$ cat config.mk
export PLATFORM = sky130hd
export DESIGN_NAME = octal_input_debounce_alarm
export DESIGN_NICKNAME = d
export VERILOG_FILES = /design/src/core/debounce_pkg.sv /design/src/core/octal_input_debounce_alarm.sv
export VERILOG_INCLUDE_DIRS = /design/src /design/src/core
export SDC_FILE = /design/constraint.sdc
export NUM_CORES = 1
export LEC_CHECK = 0
export BUFFER_PORTS_ARGS = -buffer_cell sky130_fd_sc_hd__buf_2
export CAP_MARGIN = 20
export CORE_MARGIN = 4
export CORE_UTILIZATION = 50
export CTS_CLUSTER_SIZE = 25
export DETAILED_ROUTE_END_ITERATION = 10
export PLACE_DENSITY = 0.85
export SLEW_MARGIN = 20
export SYNTH_ARGS = -nofsm -noshare
export SYNTH_HDL_FRONTEND = slang
export SYNTH_SLANG_ARGS = --single-unit
$ cat constraint.sdc
create_clock -name clk_sys_i -period 2.9 [get_ports clk_sys_i]
set_input_delay 0.29 -clock clk_sys_i [delete_from_list [all_inputs] [get_ports clk_sys_i]]
set_output_delay 0.29 -clock clk_sys_i [all_outputs]
set_load 0.01 [all_outputs]
$ cat src/core/debounce_map.svh
// register offsets, field positions, reset values and timing figures
// assumes a 250 MHz system clock and a 4-bit byte address on the register port
`ifndef DEBOUNCE_MAP_SVH
`define DEBOUNCE_MAP_SVH

// register byte offsets
`define REG_STATUS_OFS   4'h0
`define REG_MASK_OFS     4'h4
`define REG_INPUTS_OFS   4'h8
`define REG_ALARMS_OFS   4'hC

// status and mask field positions
`define ST_INPUT_CHANGE  0
`define ST_OVER_TEMP     1
`define ST_SUPPLY_LOW    2
`define ST_SUPPLY_OK     3

// alarm register field positions
`define AL_OVER_TEMP     0
`define AL_SUPPLY_LOW    1
`define AL_EXT5V         2
`define AL_SEL_LSB       4

// reset values
`define STATUS_RST       4'h0
`define MASK_RST         4'h0
`define OUTPUTS_RST      8'h00

// timing: clock period and debounce times in ns
`define CLK_PERIOD_NS    4
`define DB_SHORT_NS      25000
`define DB_MID_NS        750000
`define DB_LONG_NS       3000000
// sampling period is a third of the debounce time, rounded up to whole cycles
`define TICK_CYC(t)      (((t) + 3 * `CLK_PERIOD_NS - 1) / (3 * `CLK_PERIOD_NS))

`endif

$ cat src/core/debounce_pkg.sv
// types shared by the octal input debounce and alarm block
// assumes the constants of debounce_map.svh for field positions
package debounce_pkg;

  // debounce selection as decoded from the two select pins, high bit first
  typedef enum logic [1:0] {
    DB_NONE  = 2'h0,
    DB_SHORT = 2'h1,
    DB_MID   = 2'h2,
    DB_LONG  = 2'h3
  } db_sel_t;

  // supply monitor state
  typedef enum logic [1:0] {
    SUP_OK,
    SUP_LOW,
    SUP_EXT5V
  } supply_state_t;

  // sticky event bits, same layout as the mask
  typedef struct packed {
    logic supply_ok;
    logic supply_low;
    logic over_temp;
    logic input_change;
  } status_t;

endpackage : debounce_pkg

$ cat src/core/octal_input_debounce_alarm.sv
// octal field-input debounce filter with supply and temperature alarms
// assumes all inputs synchronous to clk_sys_i and a register master that
// never issues read and write strobes together
//
// How it works
// - each channel is filtered with no filtering, 25 us, 0.75 ms or 3 ms.
// - select pins decode high bit first: 00 none, 01 25 us, 10 0.75 ms, 11 3 ms.
// - in a filtered mode a new level is accepted only after three equal consecutive samples.
// - the sampling tick period is a third of the selected debounce time.
// - in a filtered mode a change that does not last three samples is dropped and the output holds.
// - a channel's comparator result is 1 for sensor active and 0 for sensor inactive.
// - each filtered channel drives its own logic output bit.
// - over-temperature asserts the combined alarm.
// - supply undervoltage asserts the supply-low and combined alarms.
// - supply alarms release only when the supply-recovered level is seen.
// - powered from the 5V pin both supply alarm and combined alarm stay asserted.
// - both alarms are active low and the combined one is the OR of both causes.
`timescale 1ns/1ns
`include "debounce_map.svh"

module octal_input_debounce_alarm #(
  parameter int unsigned N_CH       = 8,
  parameter int unsigned TICK_SHORT = `TICK_CYC(`DB_SHORT_NS),
  parameter int unsigned TICK_MID   = `TICK_CYC(`DB_MID_NS),
  parameter int unsigned TICK_LONG  = `TICK_CYC(`DB_LONG_NS),
  parameter int unsigned DIV_W      = 18
) (
  // clock and reset
  input  wire logic              clk_sys_i,
  input  wire logic              resetn_i,
  // field side
  input  wire logic [N_CH-1:0]   field_inputs_i,
  input  wire logic              debounce_sel_low_i,
  input  wire logic              debounce_sel_high_i,
  // monitors
  input  wire logic              over_temp_i,
  input  wire logic              supply_fall_i,
  input  wire logic              supply_rise_i,
  input  wire logic              ext5v_powered_i,
  // controller side
  output logic [N_CH-1:0]        logic_outputs_o,
  output logic                   supply_low_alarm_n_o,
  output logic                   fault_alarm_n_o,
  output logic                   irq_o,
  // register port
  input  wire logic [3:0]        addr_i,
  input  wire logic [31:0]       wdata_i,
  input  wire logic              wr_en_i,
  input  wire logic              rd_en_i,
  output logic [31:0]            rdata_o
);

  // ************************************************************
  // declarations
  // ************************************************************
  debounce_pkg::db_sel_t       sel_d;
  debounce_pkg::db_sel_t       sel_q;
  debounce_pkg::supply_state_t sup_d;
  debounce_pkg::supply_state_t sup_q;
  debounce_pkg::status_t       status_d;
  debounce_pkg::status_t       status_q;
  debounce_pkg::status_t       mask_d;
  debounce_pkg::status_t       mask_q;
  debounce_pkg::status_t       event_set;
  logic [DIV_W-1:0]            div_q;
  logic [DIV_W-1:0]            div_load;
  logic                        tick_q;
  logic [N_CH-1:0]             out_d;
  logic [N_CH-1:0]             out_q;
  logic [N_CH-1:0]             cand_q;
  logic [1:0]                  cnt_q [N_CH];
  logic                        ot_q;
  logic                        ot_live;
  logic                        low_n_q;
  logic                        fault_n_q;
  logic                        irq_q;
  logic [31:0]                 rdata_q;

  // ************************************************************
  // sampling tick divider
  // ************************************************************

  // pin decode, high bit first
  assign sel_d = debounce_pkg::db_sel_t'({debounce_sel_high_i, debounce_sel_low_i});

  // reload value for the selected sampling period
  always_comb
  begin
    case (sel_q)
      debounce_pkg::DB_SHORT: div_load = DIV_W'(TICK_SHORT - 1);
      debounce_pkg::DB_MID:   div_load = DIV_W'(TICK_MID - 1);
      debounce_pkg::DB_LONG:  div_load = DIV_W'(TICK_LONG - 1);
      default:                div_load = '0;
    endcase
  end

  // latch the selection
  always_ff @(posedge clk_sys_i or negedge resetn_i)
  begin
    if (!resetn_i)
      sel_q <= debounce_pkg::DB_NONE;
    else
      sel_q <= sel_d;
  end

  // count down, tick at zero, restart when the selection changes
  always_ff @(posedge clk_sys_i or negedge resetn_i)
  begin
    if (!resetn_i)
    begin
      div_q  <= '0;
      tick_q <= 1'b0;
    end
    else if (sel_d != sel_q)
    begin
      div_q  <= '1;        // held off until the new load below
      tick_q <= 1'b0;
    end
    else if (div_q == '0 || div_q > div_load)
    begin
      div_q  <= div_load;
      tick_q <= (div_q == '0);
    end
    else
    begin
      div_q  <= div_q - DIV_W'(1);
      tick_q <= 1'b0;
    end
  end

  // ************************************************************
  // per-channel filters
  // ************************************************************
  genvar g;
  generate
    for (g = 0; g < N_CH; g++)
    begin : g_ch
      // next output: direct only while unfiltered mode holds, else third equal sample
      always_comb
      begin
        out_d[g] = out_q[g];
        if (sel_q == debounce_pkg::DB_NONE && sel_d == sel_q)
          out_d[g] = field_inputs_i[g];
        else if (tick_q && field_inputs_i[g] == cand_q[g] && cnt_q[g] == 2'h2)
          out_d[g] = cand_q[g];
      end

      // candidate level and its stability counter
      always_ff @(posedge clk_sys_i or negedge resetn_i)
      begin
        if (!resetn_i)
        begin
          cand_q[g] <= 1'b0;
          cnt_q[g]  <= 2'h0;
        end
        else if (sel_d != sel_q)
          cnt_q[g]  <= 2'h0;
        else if (tick_q)
        begin
          if (field_inputs_i[g] != cand_q[g])
          begin
            cand_q[g] <= field_inputs_i[g];
            cnt_q[g]  <= 2'h1;
          end
          else if (cnt_q[g] != 2'h3)
            cnt_q[g]  <= cnt_q[g] + 2'h1;
        end
      end
    end
  endgenerate

  // filtered outputs, one bit per channel
  always_ff @(posedge clk_sys_i or negedge resetn_i)
  begin
    if (!resetn_i)
      out_q <= N_CH'(`OUTPUTS_RST);
    else
      out_q <= out_d;
  end

  // ************************************************************
  // supply and temperature alarms
  // ************************************************************

  // supply monitor with hysteresis between fall and rise levels
  always_comb
  begin
    sup_d = sup_q;
    case (sup_q)
      debounce_pkg::SUP_OK:
        if (ext5v_powered_i)
          sup_d = debounce_pkg::SUP_EXT5V;
        else if (supply_fall_i)
          sup_d = debounce_pkg::SUP_LOW;
      debounce_pkg::SUP_LOW:
        if (ext5v_powered_i)
          sup_d = debounce_pkg::SUP_EXT5V;
        else if (supply_rise_i && !supply_fall_i)
          sup_d = debounce_pkg::SUP_OK;
      debounce_pkg::SUP_EXT5V:
        if (!ext5v_powered_i)
          sup_d = debounce_pkg::SUP_LOW;
      default:
        sup_d = debounce_pkg::SUP_LOW;
    endcase
  end

  // temperature reporting is lost when powered from the 5V pin
  assign ot_live = over_temp_i && !ext5v_powered_i;

  // alarm state and active-low pins
  always_ff @(posedge clk_sys_i or negedge resetn_i)
  begin
    if (!resetn_i)
    begin
      sup_q     <= debounce_pkg::SUP_OK;
      ot_q      <= 1'b0;
      low_n_q   <= 1'b1;
      fault_n_q <= 1'b1;
    end
    else
    begin
      sup_q     <= sup_d;
      ot_q      <= ot_live;
      low_n_q   <= (sup_d == debounce_pkg::SUP_OK);
      fault_n_q <= (sup_d == debounce_pkg::SUP_OK) && !ot_live;
    end
  end

  // ************************************************************
  // status, mask and interrupt
  // ************************************************************

  // events that set sticky bits
  always_comb
  begin
    event_set              = '0;
    event_set.input_change = (out_d != out_q);
    event_set.over_temp    = ot_live && !ot_q;
    event_set.supply_low   = (sup_d != debounce_pkg::SUP_OK)
                             && (sup_q == debounce_pkg::SUP_OK);
    event_set.supply_ok    = (sup_d == debounce_pkg::SUP_OK)
                             && (sup_q != debounce_pkg::SUP_OK);
  end

  // write one to clear, a new event wins over the clear
  always_comb
  begin
    status_d = status_q;
    mask_d   = mask_q;
    if (wr_en_i && addr_i == `REG_STATUS_OFS)
      status_d = status_q & ~debounce_pkg::status_t'(wdata_i[3:0]);
    if (wr_en_i && addr_i == `REG_MASK_OFS)
      mask_d = debounce_pkg::status_t'(wdata_i[3:0]);
    status_d = status_d | event_set;
  end

  // status, mask and level interrupt
  always_ff @(posedge clk_sys_i or negedge resetn_i)
  begin
    if (!resetn_i)
    begin
      status_q <= `STATUS_RST;
      mask_q   <= `MASK_RST;
      irq_q    <= 1'b0;
    end
    else
    begin
      status_q <= status_d;
      mask_q   <= mask_d;
      irq_q    <= |(status_d & mask_d);
    end
  end

  // ************************************************************
  // register read port
  // ************************************************************

  // read data valid in the cycle after the strobe only
  always_ff @(posedge clk_sys_i or negedge resetn_i)
  begin
    if (!resetn_i)
      rdata_q <= 32'h0000_0000;
    else if (!rd_en_i)
      rdata_q <= 32'h0000_0000;
    else
    begin
      rdata_q <= 32'h0000_0000;
      case (addr_i)
        `REG_STATUS_OFS: rdata_q[3:0]      <= status_q;
        `REG_MASK_OFS:   rdata_q[3:0]      <= mask_q;
        `REG_INPUTS_OFS: rdata_q[N_CH-1:0] <= out_q;
        `REG_ALARMS_OFS:
        begin
          rdata_q[`AL_OVER_TEMP]  <= ot_q;
          rdata_q[`AL_SUPPLY_LOW] <= !low_n_q;
          rdata_q[`AL_EXT5V]      <= (sup_q == debounce_pkg::SUP_EXT5V);
          rdata_q[`AL_SEL_LSB+:2] <= sel_q;
        end
        default:         rdata_q <= 32'h0000_0000; // unmapped reads zero
      endcase
    end
  end

  assign logic_outputs_o      = out_q;
  assign supply_low_alarm_n_o = low_n_q;
  assign fault_alarm_n_o      = fault_n_q;
  assign irq_o                = irq_q;
  assign rdata_o              = rdata_q;
endmodule : octal_input_debounce_alarm

==> Yosys cells after proc, flatten, opt, wreduce, memory -nomap -nowiden <==
Index checks and enable logic that the tools add are counted.
{ "totals": {"ff_bits": 99, "wordCells": 222, "out_inout_bits": 43, "inputBits": 54} }
{ "classes": {"eq_ne": 43, "n_mux": 66, "bitwise": 5, "reduce_logical": 64, "addsub": 9, "n_lt_le_gt_ge": 1} }
{ "op_table": {"columns": ["operator", "count"], "rows": [
  ["$mux 2", 38],
  ["$pmux 18 s3", 1],
  ["$mux 18", 2],
  ["$logic_and 1x1->1", 25],
  ["$reduce_and 3->1", 8],
  ["$reduce_bool 3->1", 8],
  ["$eq 2x2->1 const B", 11],
  ["$gt 18x18->1", 1],
  ["$logic_not 18->1", 1],
  ["$mux 1", 18],
  ["$sub 18x1->18 const B", 1],
  ["$add 2x1->2 const B", 8],
  ["$ne 2x2->1 const B", 8],
  ["$reduce_and 2->1", 8],
  ["$pmux 3 s4", 1],
  ["$and 4x4->4", 2],
  ["$eq 1x1->1", 8],
  ["$eq 4x4->1 const B", 2],
  ["$mux 4", 2],
  ["$mux 8", 1],
  ["$ne 1x1->1", 8],
  ["$ne 8x8->1", 1],
  ["$logic_not 2->1", 3],
  ["$pmux 2 s3", 1],
  ["other kinds (14)", 21]
]} }

==> Logic depth before layout (Yosys ltp) <==
Gate-level depths: netlist of the first run.
{ "depth": {"ltp_word": 10, "mapped_depth": 12} }

==> Worst setup path after synthesis of the first run <==
No wires, ideal clock.
{ "synth_timing": {"kind": "reg-to-reg", "startpoint": "register sel_q[0]", "endpoint": "register div_q[0]", "path_stages_with_launch": 11, "required_ns": 2.775, "synth_period_minus_slack_ns": 2.797, "slack_ns": 0.103, "setup_ns": 0.125, "t_arrival_ns": 2.672, "path_cell_list": "dfrtp_1 -> inv_1 -> ha_1 -> nor2_1 -> ha_1 -> nand4_1 -> or3_1 -> or4_4 -> a21o_1 -> buf_6 -> mux2_4"} }
{ "synth_between": {"elab_chain_len": 6} }
{ "synth_rtl": {"columns": ["item", "line_no", "text"], "rows": [
  ["start: declaration", "octal_input_debounce_alarm.sv:57", "debounce_pkg::db_sel_t sel_q;"],
  ["start signal: assignment", "octal_input_debounce_alarm.sv:101", "sel_q <= debounce_pkg::DB_NONE;"],
  ["start signal: assignment", "octal_input_debounce_alarm.sv:103", "sel_q <= sel_d;"],
  ["$eq 2x2->1 or $eq 2x1->1 (tied branches)", "octal_input_debounce_alarm.sv:89", "case (sel_q)"],
  ["$pmux 18 s3", "octal_input_debounce_alarm.sv:89", null],
  ["$gt 18x18->1", "octal_input_debounce_alarm.sv:119", "else if (div_q == '0 || div_q > div_load)"],
  ["$logic_or 1x1->1", "octal_input_debounce_alarm.sv:119", null],
  ["$mux 18", "octal_input_debounce_alarm.sv:119", null],
  ["$mux 18 *", "octal_input_debounce_alarm.sv:114", "else if (sel_d != sel_q)"],
  ["end signal: assignment", "octal_input_debounce_alarm.sv:121", "div_q <= div_load;"],
  ["end signal: assignment", "octal_input_debounce_alarm.sv:126", "div_q <= div_q - DIV_W'(1);"],
  ["end: declaration", "octal_input_debounce_alarm.sv:65", "logic [DIV_W-1:0] div_q;"]
]} }
Every way passes the cells marked *; elsewhere a longest branch is shown, timed or not.
A chain may end at the register's enable or synchronous reset.

==> Worst setup path in the final report of the first run <==
{ "layout_timing": {"startpoint": "register sel_q[0]", "endpoint": "register div_q[16]"} }
Same word-level chain as after synthesis.

==> impl_metrics.toml, run 1 <==
[run_status]
run_status = "finished, final reports clean"

[timing]
skew_ps = 10.7
timing.final.max_slew_violations = 0
fin_crit_ps = 2770
layout_setup_ws_ps = 127
setup_viol = 0
setup_repair_after_global_routing_missed_its_margin = "false"
final_critical_path_share_of_the_clock_period_pct = 95.6
final_hold_viol_count = 0
fmax_mhz = 361
tightest_slew_ps = 950
timing.slew.headroom_pct = 36.6

[routing]
drt_pass1_iterations = 7
drc = 0
routed_wire_length_per_instance_um = 15.8
route.final.wire_length_um = 10900
num_vias = 3837
vias_per_cell = 5.53
drt_iter0_drc = 263
drtAntennaViolNets = 0

[yosys]
synth_top_cells_by_area = "dfrtp_1 (38%), ha_1 (9.4%), nand2_1 (4.7%)"
most_frequently_used_flop_master_after_synthesis = "dfrtp_1"
syn_inst = 509
post_syn_area_per_cell_um2 = 9.37
async_reset_ff_share_pct = 100
area_share_of_the_largest_cell_type_after_synthesis_pct = 38.3
synth_area_leader_cell = "dfrtp_1"
yosys.cell_types.count = 54
ys_seq_elements = 75
synth_edf_count = 0
seq_area_frac_synth_pct = 39.4
synth.cell_area_mm2 = 0.00477
synth_warnings = 0

[worst_setup_path]
worstPathArrival_ps = 3000
timing.critical_path.to_type = "register"
worstSetupStartpointType = "register"
crit_path_kind = "reg -> reg"
timing.critical_path.required_ps = 3120
crit_fanout = 5

[min_path]
timing.hold.worst.class = "in -> reg"

[die]
core-area_mm2 = 0.00928
ioPinCount = 97
rows = 35
die-height_um = 106
floorplan.initialDensity_pct = 51.4
die_area_mm2 = 0.0112
die_w_um = 106

[layout]
final.fill_count = 783
final_cell_utilization_of_the_core_pct = 57.3
fin_nets = 650
antennaDiodeCount = 0
syn2layout_area_growth_pct = 11.6
mostFrequentLayoutCells = "dfrtp_1 (73), nand2_1 (60), a21oi_1 (43), buf_2 (43), nor2_1 (39)"
share_of_post_route_cells_with_drive_strength_above_1_pct = 18.6
commonest_non_fill_non_tap_cell_in_the_layout = "dfrtp_1"

[power_and_ir_drop]
pwr_density_cell_mw_per_mm2 = 454
power.static_leakage_nw = 2.38
vdd.ir_drop.worst_uv = 308

[global_route]
grt_max_degree = 76
antenna_found_initial = 0
grt_pass1_vias = 3889
global_route.usage.total_pct = 20.3
grt_pass1_wl_um = 18400
grt_overflow = 0

[placement]
io_buffers = 44
hpwl_um = 8030
routabilityCongestion = 0.849
place_worst_setup_slack_ps = -25.7

[clock_network]
htree_num_levels = 3
max-clock-path-buffers = 2
cts_num_sinks = 75
clockRootBuffer = "clkbuf_8"
cts_buffers = 9
clk_pin_slew_ps = 90
cts_tree = "done"
number_of_hold_buffers_added_after_cts = 0
clk_latency_ps = 360

[job]
timing.max_cap.violations = 0
worst max-delay path, stage by stage, from the launching register on:
cell     delay [ps]
dfrtp_1         420
inv_2            70
ha_1            160
nor2_1           50
buf_4           150
ha_1            290
nand4_1         100
or3_4           400
or4_4           440
a21o_4          250
buf_4           170
mux2i_1         120
state kept, by name, indices dropped and copies added (netlist names):
name	count
cand_q	8
cnt_q	16
div_q	18
fault_alarm_n_o	1
irq_o	1
logic_outputs_o	8
mask_q	4
ot_q	1
rdata_o	8
sel_q	2
status_q	4
sup_q	2
supply_low_alarm_n_o	1
tick_q	1
stage by stage:
stage | TNS (ps) | total power [W] | instance area (um^2) | std cells | hold WS [ps]
after floorplan | 0 | 0.00149 | 4860 | 532 | -5.59
after global placement | 0 | 0.00159 | 5090 | 677 | 431
after detailed placement | -114 | 0.00161 | 5090 | 677 | 431
after CTS | 0 | 0.00243 | 5300 | 694 | 41.5
after global routing | 0 | 0.00254 | 5320 | 694 | 45.5
final | 0 | 0.00242 | 5320 | 694 | 57.1
cell usage after synthesis (3+ instances only):
cell / instances
xnor2_1: 13
nand2_1: 60
o21ai_1: 7
mux2i_1: 13
nand3_1: 12
xor2_1: 17
and2_1: 4
a211oi_1: 3
dfrtp_1: 73
ha_1: 36
a21oi_1: 43
mux2_2: 11
nor4_1: 4
nand2b_1: 7
nand3b_1: 3
nand4b_1: 10
inv_1: 28
nor2b_1: 6
or3_1: 4
a22o_1: 3
o21ai_0: 6
clkbuf_1: 17
o2111ai_1: 3
o22ai_1: 9
nor3_1: 9
buf_4: 24
nor4bb_1: 8
nor2_1: 39
timing repair:
action                                  in CTS  in global routing
endpoints found under the setup margin      11                 18
pin swaps                                    0                  2
gates resized for setup                      1                  6
setup buffers                                1                  0
path summary, 6_finish.rpt:
check	from	to	slack (ps)	depth (start not counted)
hold reg to reg	status_q[2]	status_q[2]	530	2
setup reg to reg	sel_q[0]	div_q[16]	130	11
setup / recovery	sel_q[0]	div_q[16]	130	11
min in group asynchronous	resetn_i	div_q[8]	70	1
max in group asynchronous	resetn_i	cand_q[6]	2230	1
hold / removal	over_temp_i	fault_alarm_n_o	60	2
final cells by class:
class	instances	area [um^2]	share of cell area, %
Clock inverter	7	75.1	1.41
Sequential cell	75	1880	35.3
Multi-Input combinational cell	386	2630	49.4
Timing Repair Buffer	60	347	6.51
Inverter	28	105	1.97
Clock buffer	9	124	2.33
Tap cell	129	161	3.03
power breakdown:
group	switching, W	leakage [nW]	internal (W)
clock network	0.000467	0.0990	0.000342
registers	0.0000710	0.921	0.00111
logic	0.000244	1.36	0.000184
per-layer routing:
metal  vias up  track usage, %  wire length [um]  part of all wire (%)
li1       1835               -                 -                     -
met1      1853            24.4              4460                    41
met2       125            36.0              5670                    52
met3        24            4.59               590                   5.4
met4         0            6.29               225                   2.1
met5         -               0                 0                     0
cells by family (layout without fill, tap and decap cells):
logic type / count (synthesis) / count (layout) / share of synthesized area, %
AOI/OAI and AO/OA: 87 / 87 / 10.9
buffers and inverters: 71 / 104 / 7.79
muxes: 28 / 28 / 6.90
other: 1 / 24 / 0.0786
xor gates and xnor gates: 30 / 30 / 5.51
adders and majority gates: 36 / 36 / 9.44
DFF: 75 / 75 / 39.4
and+or+nand+nor: 181 / 181 / 20.0
Power figures use the tool's default switching activity.
==> run 2, diff against run 1 <==
- CORE_UTILIZATION: 50 -> 25
- PLACE_DENSITY: 0.85 -> 0.52
==> run 2 against run 1 <==
The flow now finishes with violations (hold timing). Count of clock-buffer cells in the layout is 3 higher. Sequential share of layout area is 1.9 points lower. Design area is 5.8% higher. Worst setup slack worse by 6.4 ps. Non-clock buffer count is 4 higher. Sequential power hardly changed. Die area is 91% higher. Via count is 1.6% lower. Register-to-register slack hardly changed. Combinational power hardly changed. Wire length is 9.1% higher. Largest cell class unchanged.
==> impl_metrics.toml, run 2 (synthesis gave the netlist of run 1 again) <==
[timing]
fin_crit_ps = 2780
final.hold.worst_slack_ps = -16.6
final_critical_path_share_of_the_clock_period_pct = 95.8
timing.final.max_slew_violations = 0
fin_setup_tns_ps = 0
tightest_slew_ps = 723
skew_ps = 5.85
timing.slew.headroom_pct = 51.8
setup_viol = 0
fmax_mhz = 360
final_hold_viol_count = 10

[routing]
route.final.wire_length_um = 11900
routed_wire_length_per_instance_um = 14.9
drc = 0
drtAntennaViolNets = 0
drt_iter0_drc = 225
num_vias = 3774
drt_pass1_iterations = 4
vias_per_cell = 4.70

[global_route]
grt_overflow = 0
grt.met2_usage_pct = 20.3
met3_usage_pct = 3.72
use_met1_pct = 13.2
antenna_found_initial = 0
grt_max_degree = 76
grt_pass1_vias = 3982
grt_busiest_layer = "met2"
grt_pass1_wl_um = 19700
global_route.usage.total_pct = 11.4

[layout]
reg_top3 = "div_q (18), cnt_q (16)"
share_of_post_route_cells_with_drive_strength_above_1_pct = 19.3
max_flop_register = "div_q"
final_cell_utilization_of_the_core_pct = 30.0
commonest_non_fill_non_tap_cell_in_the_layout = "dfrtp_1"
fin_nets = 654
largest_register_ffs = 18
syn2layout_area_growth_pct = 18.1
ff_latch_area_mm2 = 0.00188
area_of_the_multi_input_gates_mm2 = 0.00265
mostFrequentLayoutCells = "dfrtp_1 (71), nand2_1 (60), a21oi_1 (43), buf_2 (43), nor2_1 (38)"
final_design_area_no_fill_mm2 = 0.00563
final.fill_count = 1946
antennaDiodeCount = 0
stdcell_count = 803

[clock_network]
cts_buffers = 9
clk_pin_slew_ps = 60
htree_num_levels = 3
clk_latency_ps = 340
cts_tree = "done"
clockRootBuffer = "clkbuf_16"
max-clock-path-buffers = 2
cts_num_sinks = 75

[worst_setup_path]
crit_path_cell_trace = "inv_2 -> ha_4 -> buf_4 -> inv_1 -> ha_1 -> nand2_1 -> or3_4 -> or4_4 -> a21o_2 -> buf_4 -> mux2i_1"
cpPeakStageDelay_ps = 490
worstPathArrival_ps = 2980
timing.critical_path.mode_cell = "buf_4"
path_buf_inv = 4
timing.critical_path.to_type = "register"
worstSetupStartpointType = "register"
crit_fanout = 5
crit_path_kind = "reg -> reg"
path_delay_family = "simple AND/OR/NAND/NOR gates"
timing.critical_path.required_ps = 3100
crit_path_top_delay_cell = "or4_4"

[power_and_ir_drop]
power.static_leakage_nw = 2.45
pwr_density_cell_mw_per_mm2 = 506
pwr-share-comb_pct = 15.0
netSwitchingPower_w = 0.000751
intPower_w = 0.00210
clockPowerShare_pct = 43.5
vdd.ir_drop.worst_uv = 268
switching_fraction_pct = 26.4
power_frac_seq_pct = 41.5

[die]
floorplan.initialDensity_pct = 25.4
die-height_um = 146
core-area_mm2 = 0.0188
ioPinCount = 97
rows = 50
die_w_um = 146
die_area_mm2 = 0.0214

[placement]
hpwl_um = 8850
routabilityCongestion = 0.826
io_buffers = 44
dp.cells = 786
postPlaceCellArea_mm2 = 0.00525

[job]
timing.max_cap.violations = 0

[min_path]
timing.hold.worst.class = "in -> async"

[run_status]
run_status = "finished with violations"
failed_checks = "hold timing"
[run 2: cell types whose count changed in the layout (fill, tap and decap cells not counted), sizes merged]
cell / before / now
inv: 33 / 28
buf: 60 / 64
clkbuf: 9 / 12
bufinv: 0 / 2
[run 2: layer usage]
metal | vias up | share of wire, %
li1 | 1834 | -
met1 | 1846 | 43
met2 | 79 | 51
met3 | 15 | 4.7
met4 | 0 | 1.4
met5 | - | 0
[run 2: worst paths after layout]
kind / startpoint / to / slack, ps / depth (start not counted)
worst max-delay path: sel_q[0] / div_q[16] / 120 / 11
worst min-delay path: resetn_i / div_q[14] / -20 / 1
worst max register to register: sel_q[0] / div_q[16] / 120 / 11
worst min register to register: status_q[2] / status_q[2] / 490 / 2
max in group asynchronous: resetn_i / sel_q[1] / 2390 / 1
min in group clk_sys_i: over_temp_i / fault_alarm_n_o / 90 / 2
[run 2: cell type report]
cell class                 instances  area share [%]
inverter                          28            1.87
sequential                        75            33.4
clock inverter                     4            1.29
timing repair buffer              64            6.75
multi-input combinational        386            46.9
tap                              234            5.20
clock buffer                      12            4.55
[run 2: power by group through the flow]
stage	clock, W	combinational (W)	sequential (W)
CTS	0.00128	0.000428	0.00118
global placement	0	0.000415	0.00120
finish	0.00124	0.000429	0.00118
detailed placement	0	0.000424	0.00120
floorplan	0	0.000302	0.00119
global route	0.00132	0.000486	0.00119
[run 2: repair_timing]
item	in CTS	in global routing
setup endpoints to repair	15	18
buffers inserted	0	1
pin swaps	0	2
hold buffers	0	0
resized for setup	2	10
[run 2: stage by stage]
stage,hold slack [ps],setup slack (ps),total power (W)
2_1_floorplan,-5.59,103,0.00149
3_3_place_gp,437,-6.28,0.00161
3_5_place_dp,439,-50.4,0.00162
4_1_cts,69.3,41.2,0.00289
5_1_grt,41.3,-0.263,0.00300
6_report,-16.6,121,0.00285
==> run 3, diff against run 2 <==
==> constraint.sdc (replaced) <==
create_clock -name clk_sys_i -period 2.9 [get_ports clk_sys_i]
set_input_delay 0.58 -clock clk_sys_i [delete_from_list [all_inputs] [get_ports clk_sys_i]]
set_output_delay 0.58 -clock clk_sys_i [all_outputs]
set_load 0.01 [all_outputs]
==> run 3 against run 2 <==
The run now ends clean. Combinational power up 1%. Clock skew about the same. Utilization down 0.19 points. Final cell count down 0.12%. Die area unchanged. Highest routed layer unchanged.
==> impl_metrics.toml, run 3 (synthesis gave the netlist of run 1 again) <==
[layout]
largest_register_ffs = 18
fin_nets = 654
stdcell_count = 802
final_cell_utilization_of_the_core_pct = 29.8
share_of_post_route_cells_with_drive_strength_above_1_pct = 19.2
commonest_non_fill_non_tap_cell_in_the_layout = "dfrtp_1"
mostFrequentLayoutCells = "dfrtp_1 (71), nand2_1 (60), a21oi_1 (43), buf_2 (43), nor2_1 (38)"
max_flop_register = "div_q"
syn2layout_area_growth_pct = 17.3
reg_top3 = "div_q (18), cnt_q (16)"
antennaDiodeCount = 0

[clock_network]
clk_latency_ps = 340
htree_num_levels = 3
clockRootBuffer = "clkbuf_16"
max-clock-path-buffers = 2
cts_buffers = 9
cts_num_sinks = 75
cts_tree = "done"
clk_pin_slew_ps = 50

[timing]
final_critical_path_share_of_the_clock_period_pct = 96.1
timing.final.max_slew_violations = 0
setup_viol = 0
tightest_slew_ps = 922
fin_crit_ps = 2790
fin_setup_tns_ps = 0
final_hold_viol_count = 0
skew_ps = 6.28
fmax_mhz = 359
final.hold.worst_slack_ps = 275
timing.slew.headroom_pct = 38.5

[worst_setup_path]
cpPeakStageDelay_ps = 500
timing.critical_path.required_ps = 3090
path_delay_family = "simple AND/OR/NAND/NOR gates"
worstSetupStartpointType = "register"
path_buf_inv = 4
crit_path_cell_trace = "inv_2 -> ha_4 -> buf_4 -> inv_1 -> ha_1 -> nand2_1 -> or3_4 -> or4_4 -> a21o_2 -> buf_4 -> mux2i_1"
crit_path_kind = "reg -> reg"
timing.critical_path.mode_cell = "buf_4"
crit_path_top_delay_cell = "or4_4"
timing.critical_path.to_type = "register"
worstPathArrival_ps = 2980
crit_fanout = 5

[die]
core-area_mm2 = 0.0188
die_w_um = 146
die_area_mm2 = 0.0214
ioPinCount = 97
floorplan.initialDensity_pct = 25.4
die-height_um = 146
rows = 50

[routing]
vias_per_cell = 4.70
routed_wire_length_per_instance_um = 14.9
drt_iter0_drc = 253
drt_pass1_iterations = 4
route.final.wire_length_um = 11900
drtAntennaViolNets = 0
drc = 0
num_vias = 3770

[global_route]
grt_overflow = 0
grt_pass1_wl_um = 19800
antenna_found_initial = 0
grt_max_degree = 76
global_route.usage.total_pct = 11.4
grt_pass1_vias = 3960

[min_path]
timing.hold.worst.class = "in -> async"

[placement]
dp.cells = 786
routabilityCongestion = 0.806
io_buffers = 44
hpwl_um = 8860

[power_and_ir_drop]
power.static_leakage_nw = 2.44
vdd.ir_drop.worst_uv = 264
pwr_density_cell_mw_per_mm2 = 486

[run_status]
run_status = "finished, final reports clean"

[job]
timing.max_cap.violations = 0
## run 3: area by class of cell
type	instances	area (um^2)
fillers	1959	13200
multi-input cells	386	2650
flip-flops and latches	75	1880
repair buffers	64	380
well taps	234	293
clock buffers	12	246
inverters	28	105
clock inverters	3	40.0
## run 3: repair_timing
action,4_1_cts,5_1_grt
setup endpoints to repair,14,18
pin swaps,0,4
gates resized for setup,2,11
setup buffers,0,1
hold buffers,0,0
## run 3: routing by layer
metal	global-route usage, %	vias to the layer above	routed length [um]
met2	19.8	82	6090
met5	0	-	0
met4	2.78	0	85
met3	3.29	10	508
met1	14.0	1845	5260
li1	-	1833	-
## run 3: final timing paths
| path | start | endpoint | slack [ps] | cells past startpoint |
|---|---|---|---|---|
| min in group clk_sys_i | over_temp_i | fault_alarm_n_o | 380 | 2 |
| hold / removal | resetn_i | div_q[4] | 270 | 1 |
| hold reg to reg | status_q[2] | status_q[2] | 510 | 2 |
| max in group asynchronous | resetn_i | sel_q[1] | 2110 | 1 |
| setup reg to reg | sel_q[0] | div_q[2] | 110 | 11 |
| setup / recovery | sel_q[0] | div_q[2] | 110 | 11 |
## run 3: report_power, final
| group | internal (W) | switching, W | total, W | leakage, nW |
|---|---|---|---|---|
| Clock | 0.000682 | 0.000420 | 0.00110 | 0.142 |
| Sequential | 0.00111 | 0.0000702 | 0.00118 | 0.919 |
| Combinational | 0.000191 | 0.000244 | 0.000435 | 1.38 |
## run 3: through the flow
| stage | power, W | area (um^2) | setup slack, ps |
|---|---|---|---|
| after global routing | 0.00287 | 5600 | -8.52 |
| after detailed placement | 0.00163 | 5250 | -90.9 |
| final | 0.00272 | 5600 | 114 |
| after floorplan | 0.00149 | 4860 | 103 |
| after CTS | 0.00274 | 5540 | 47.4 |
| after global placement | 0.00161 | 5250 | -15.1 |
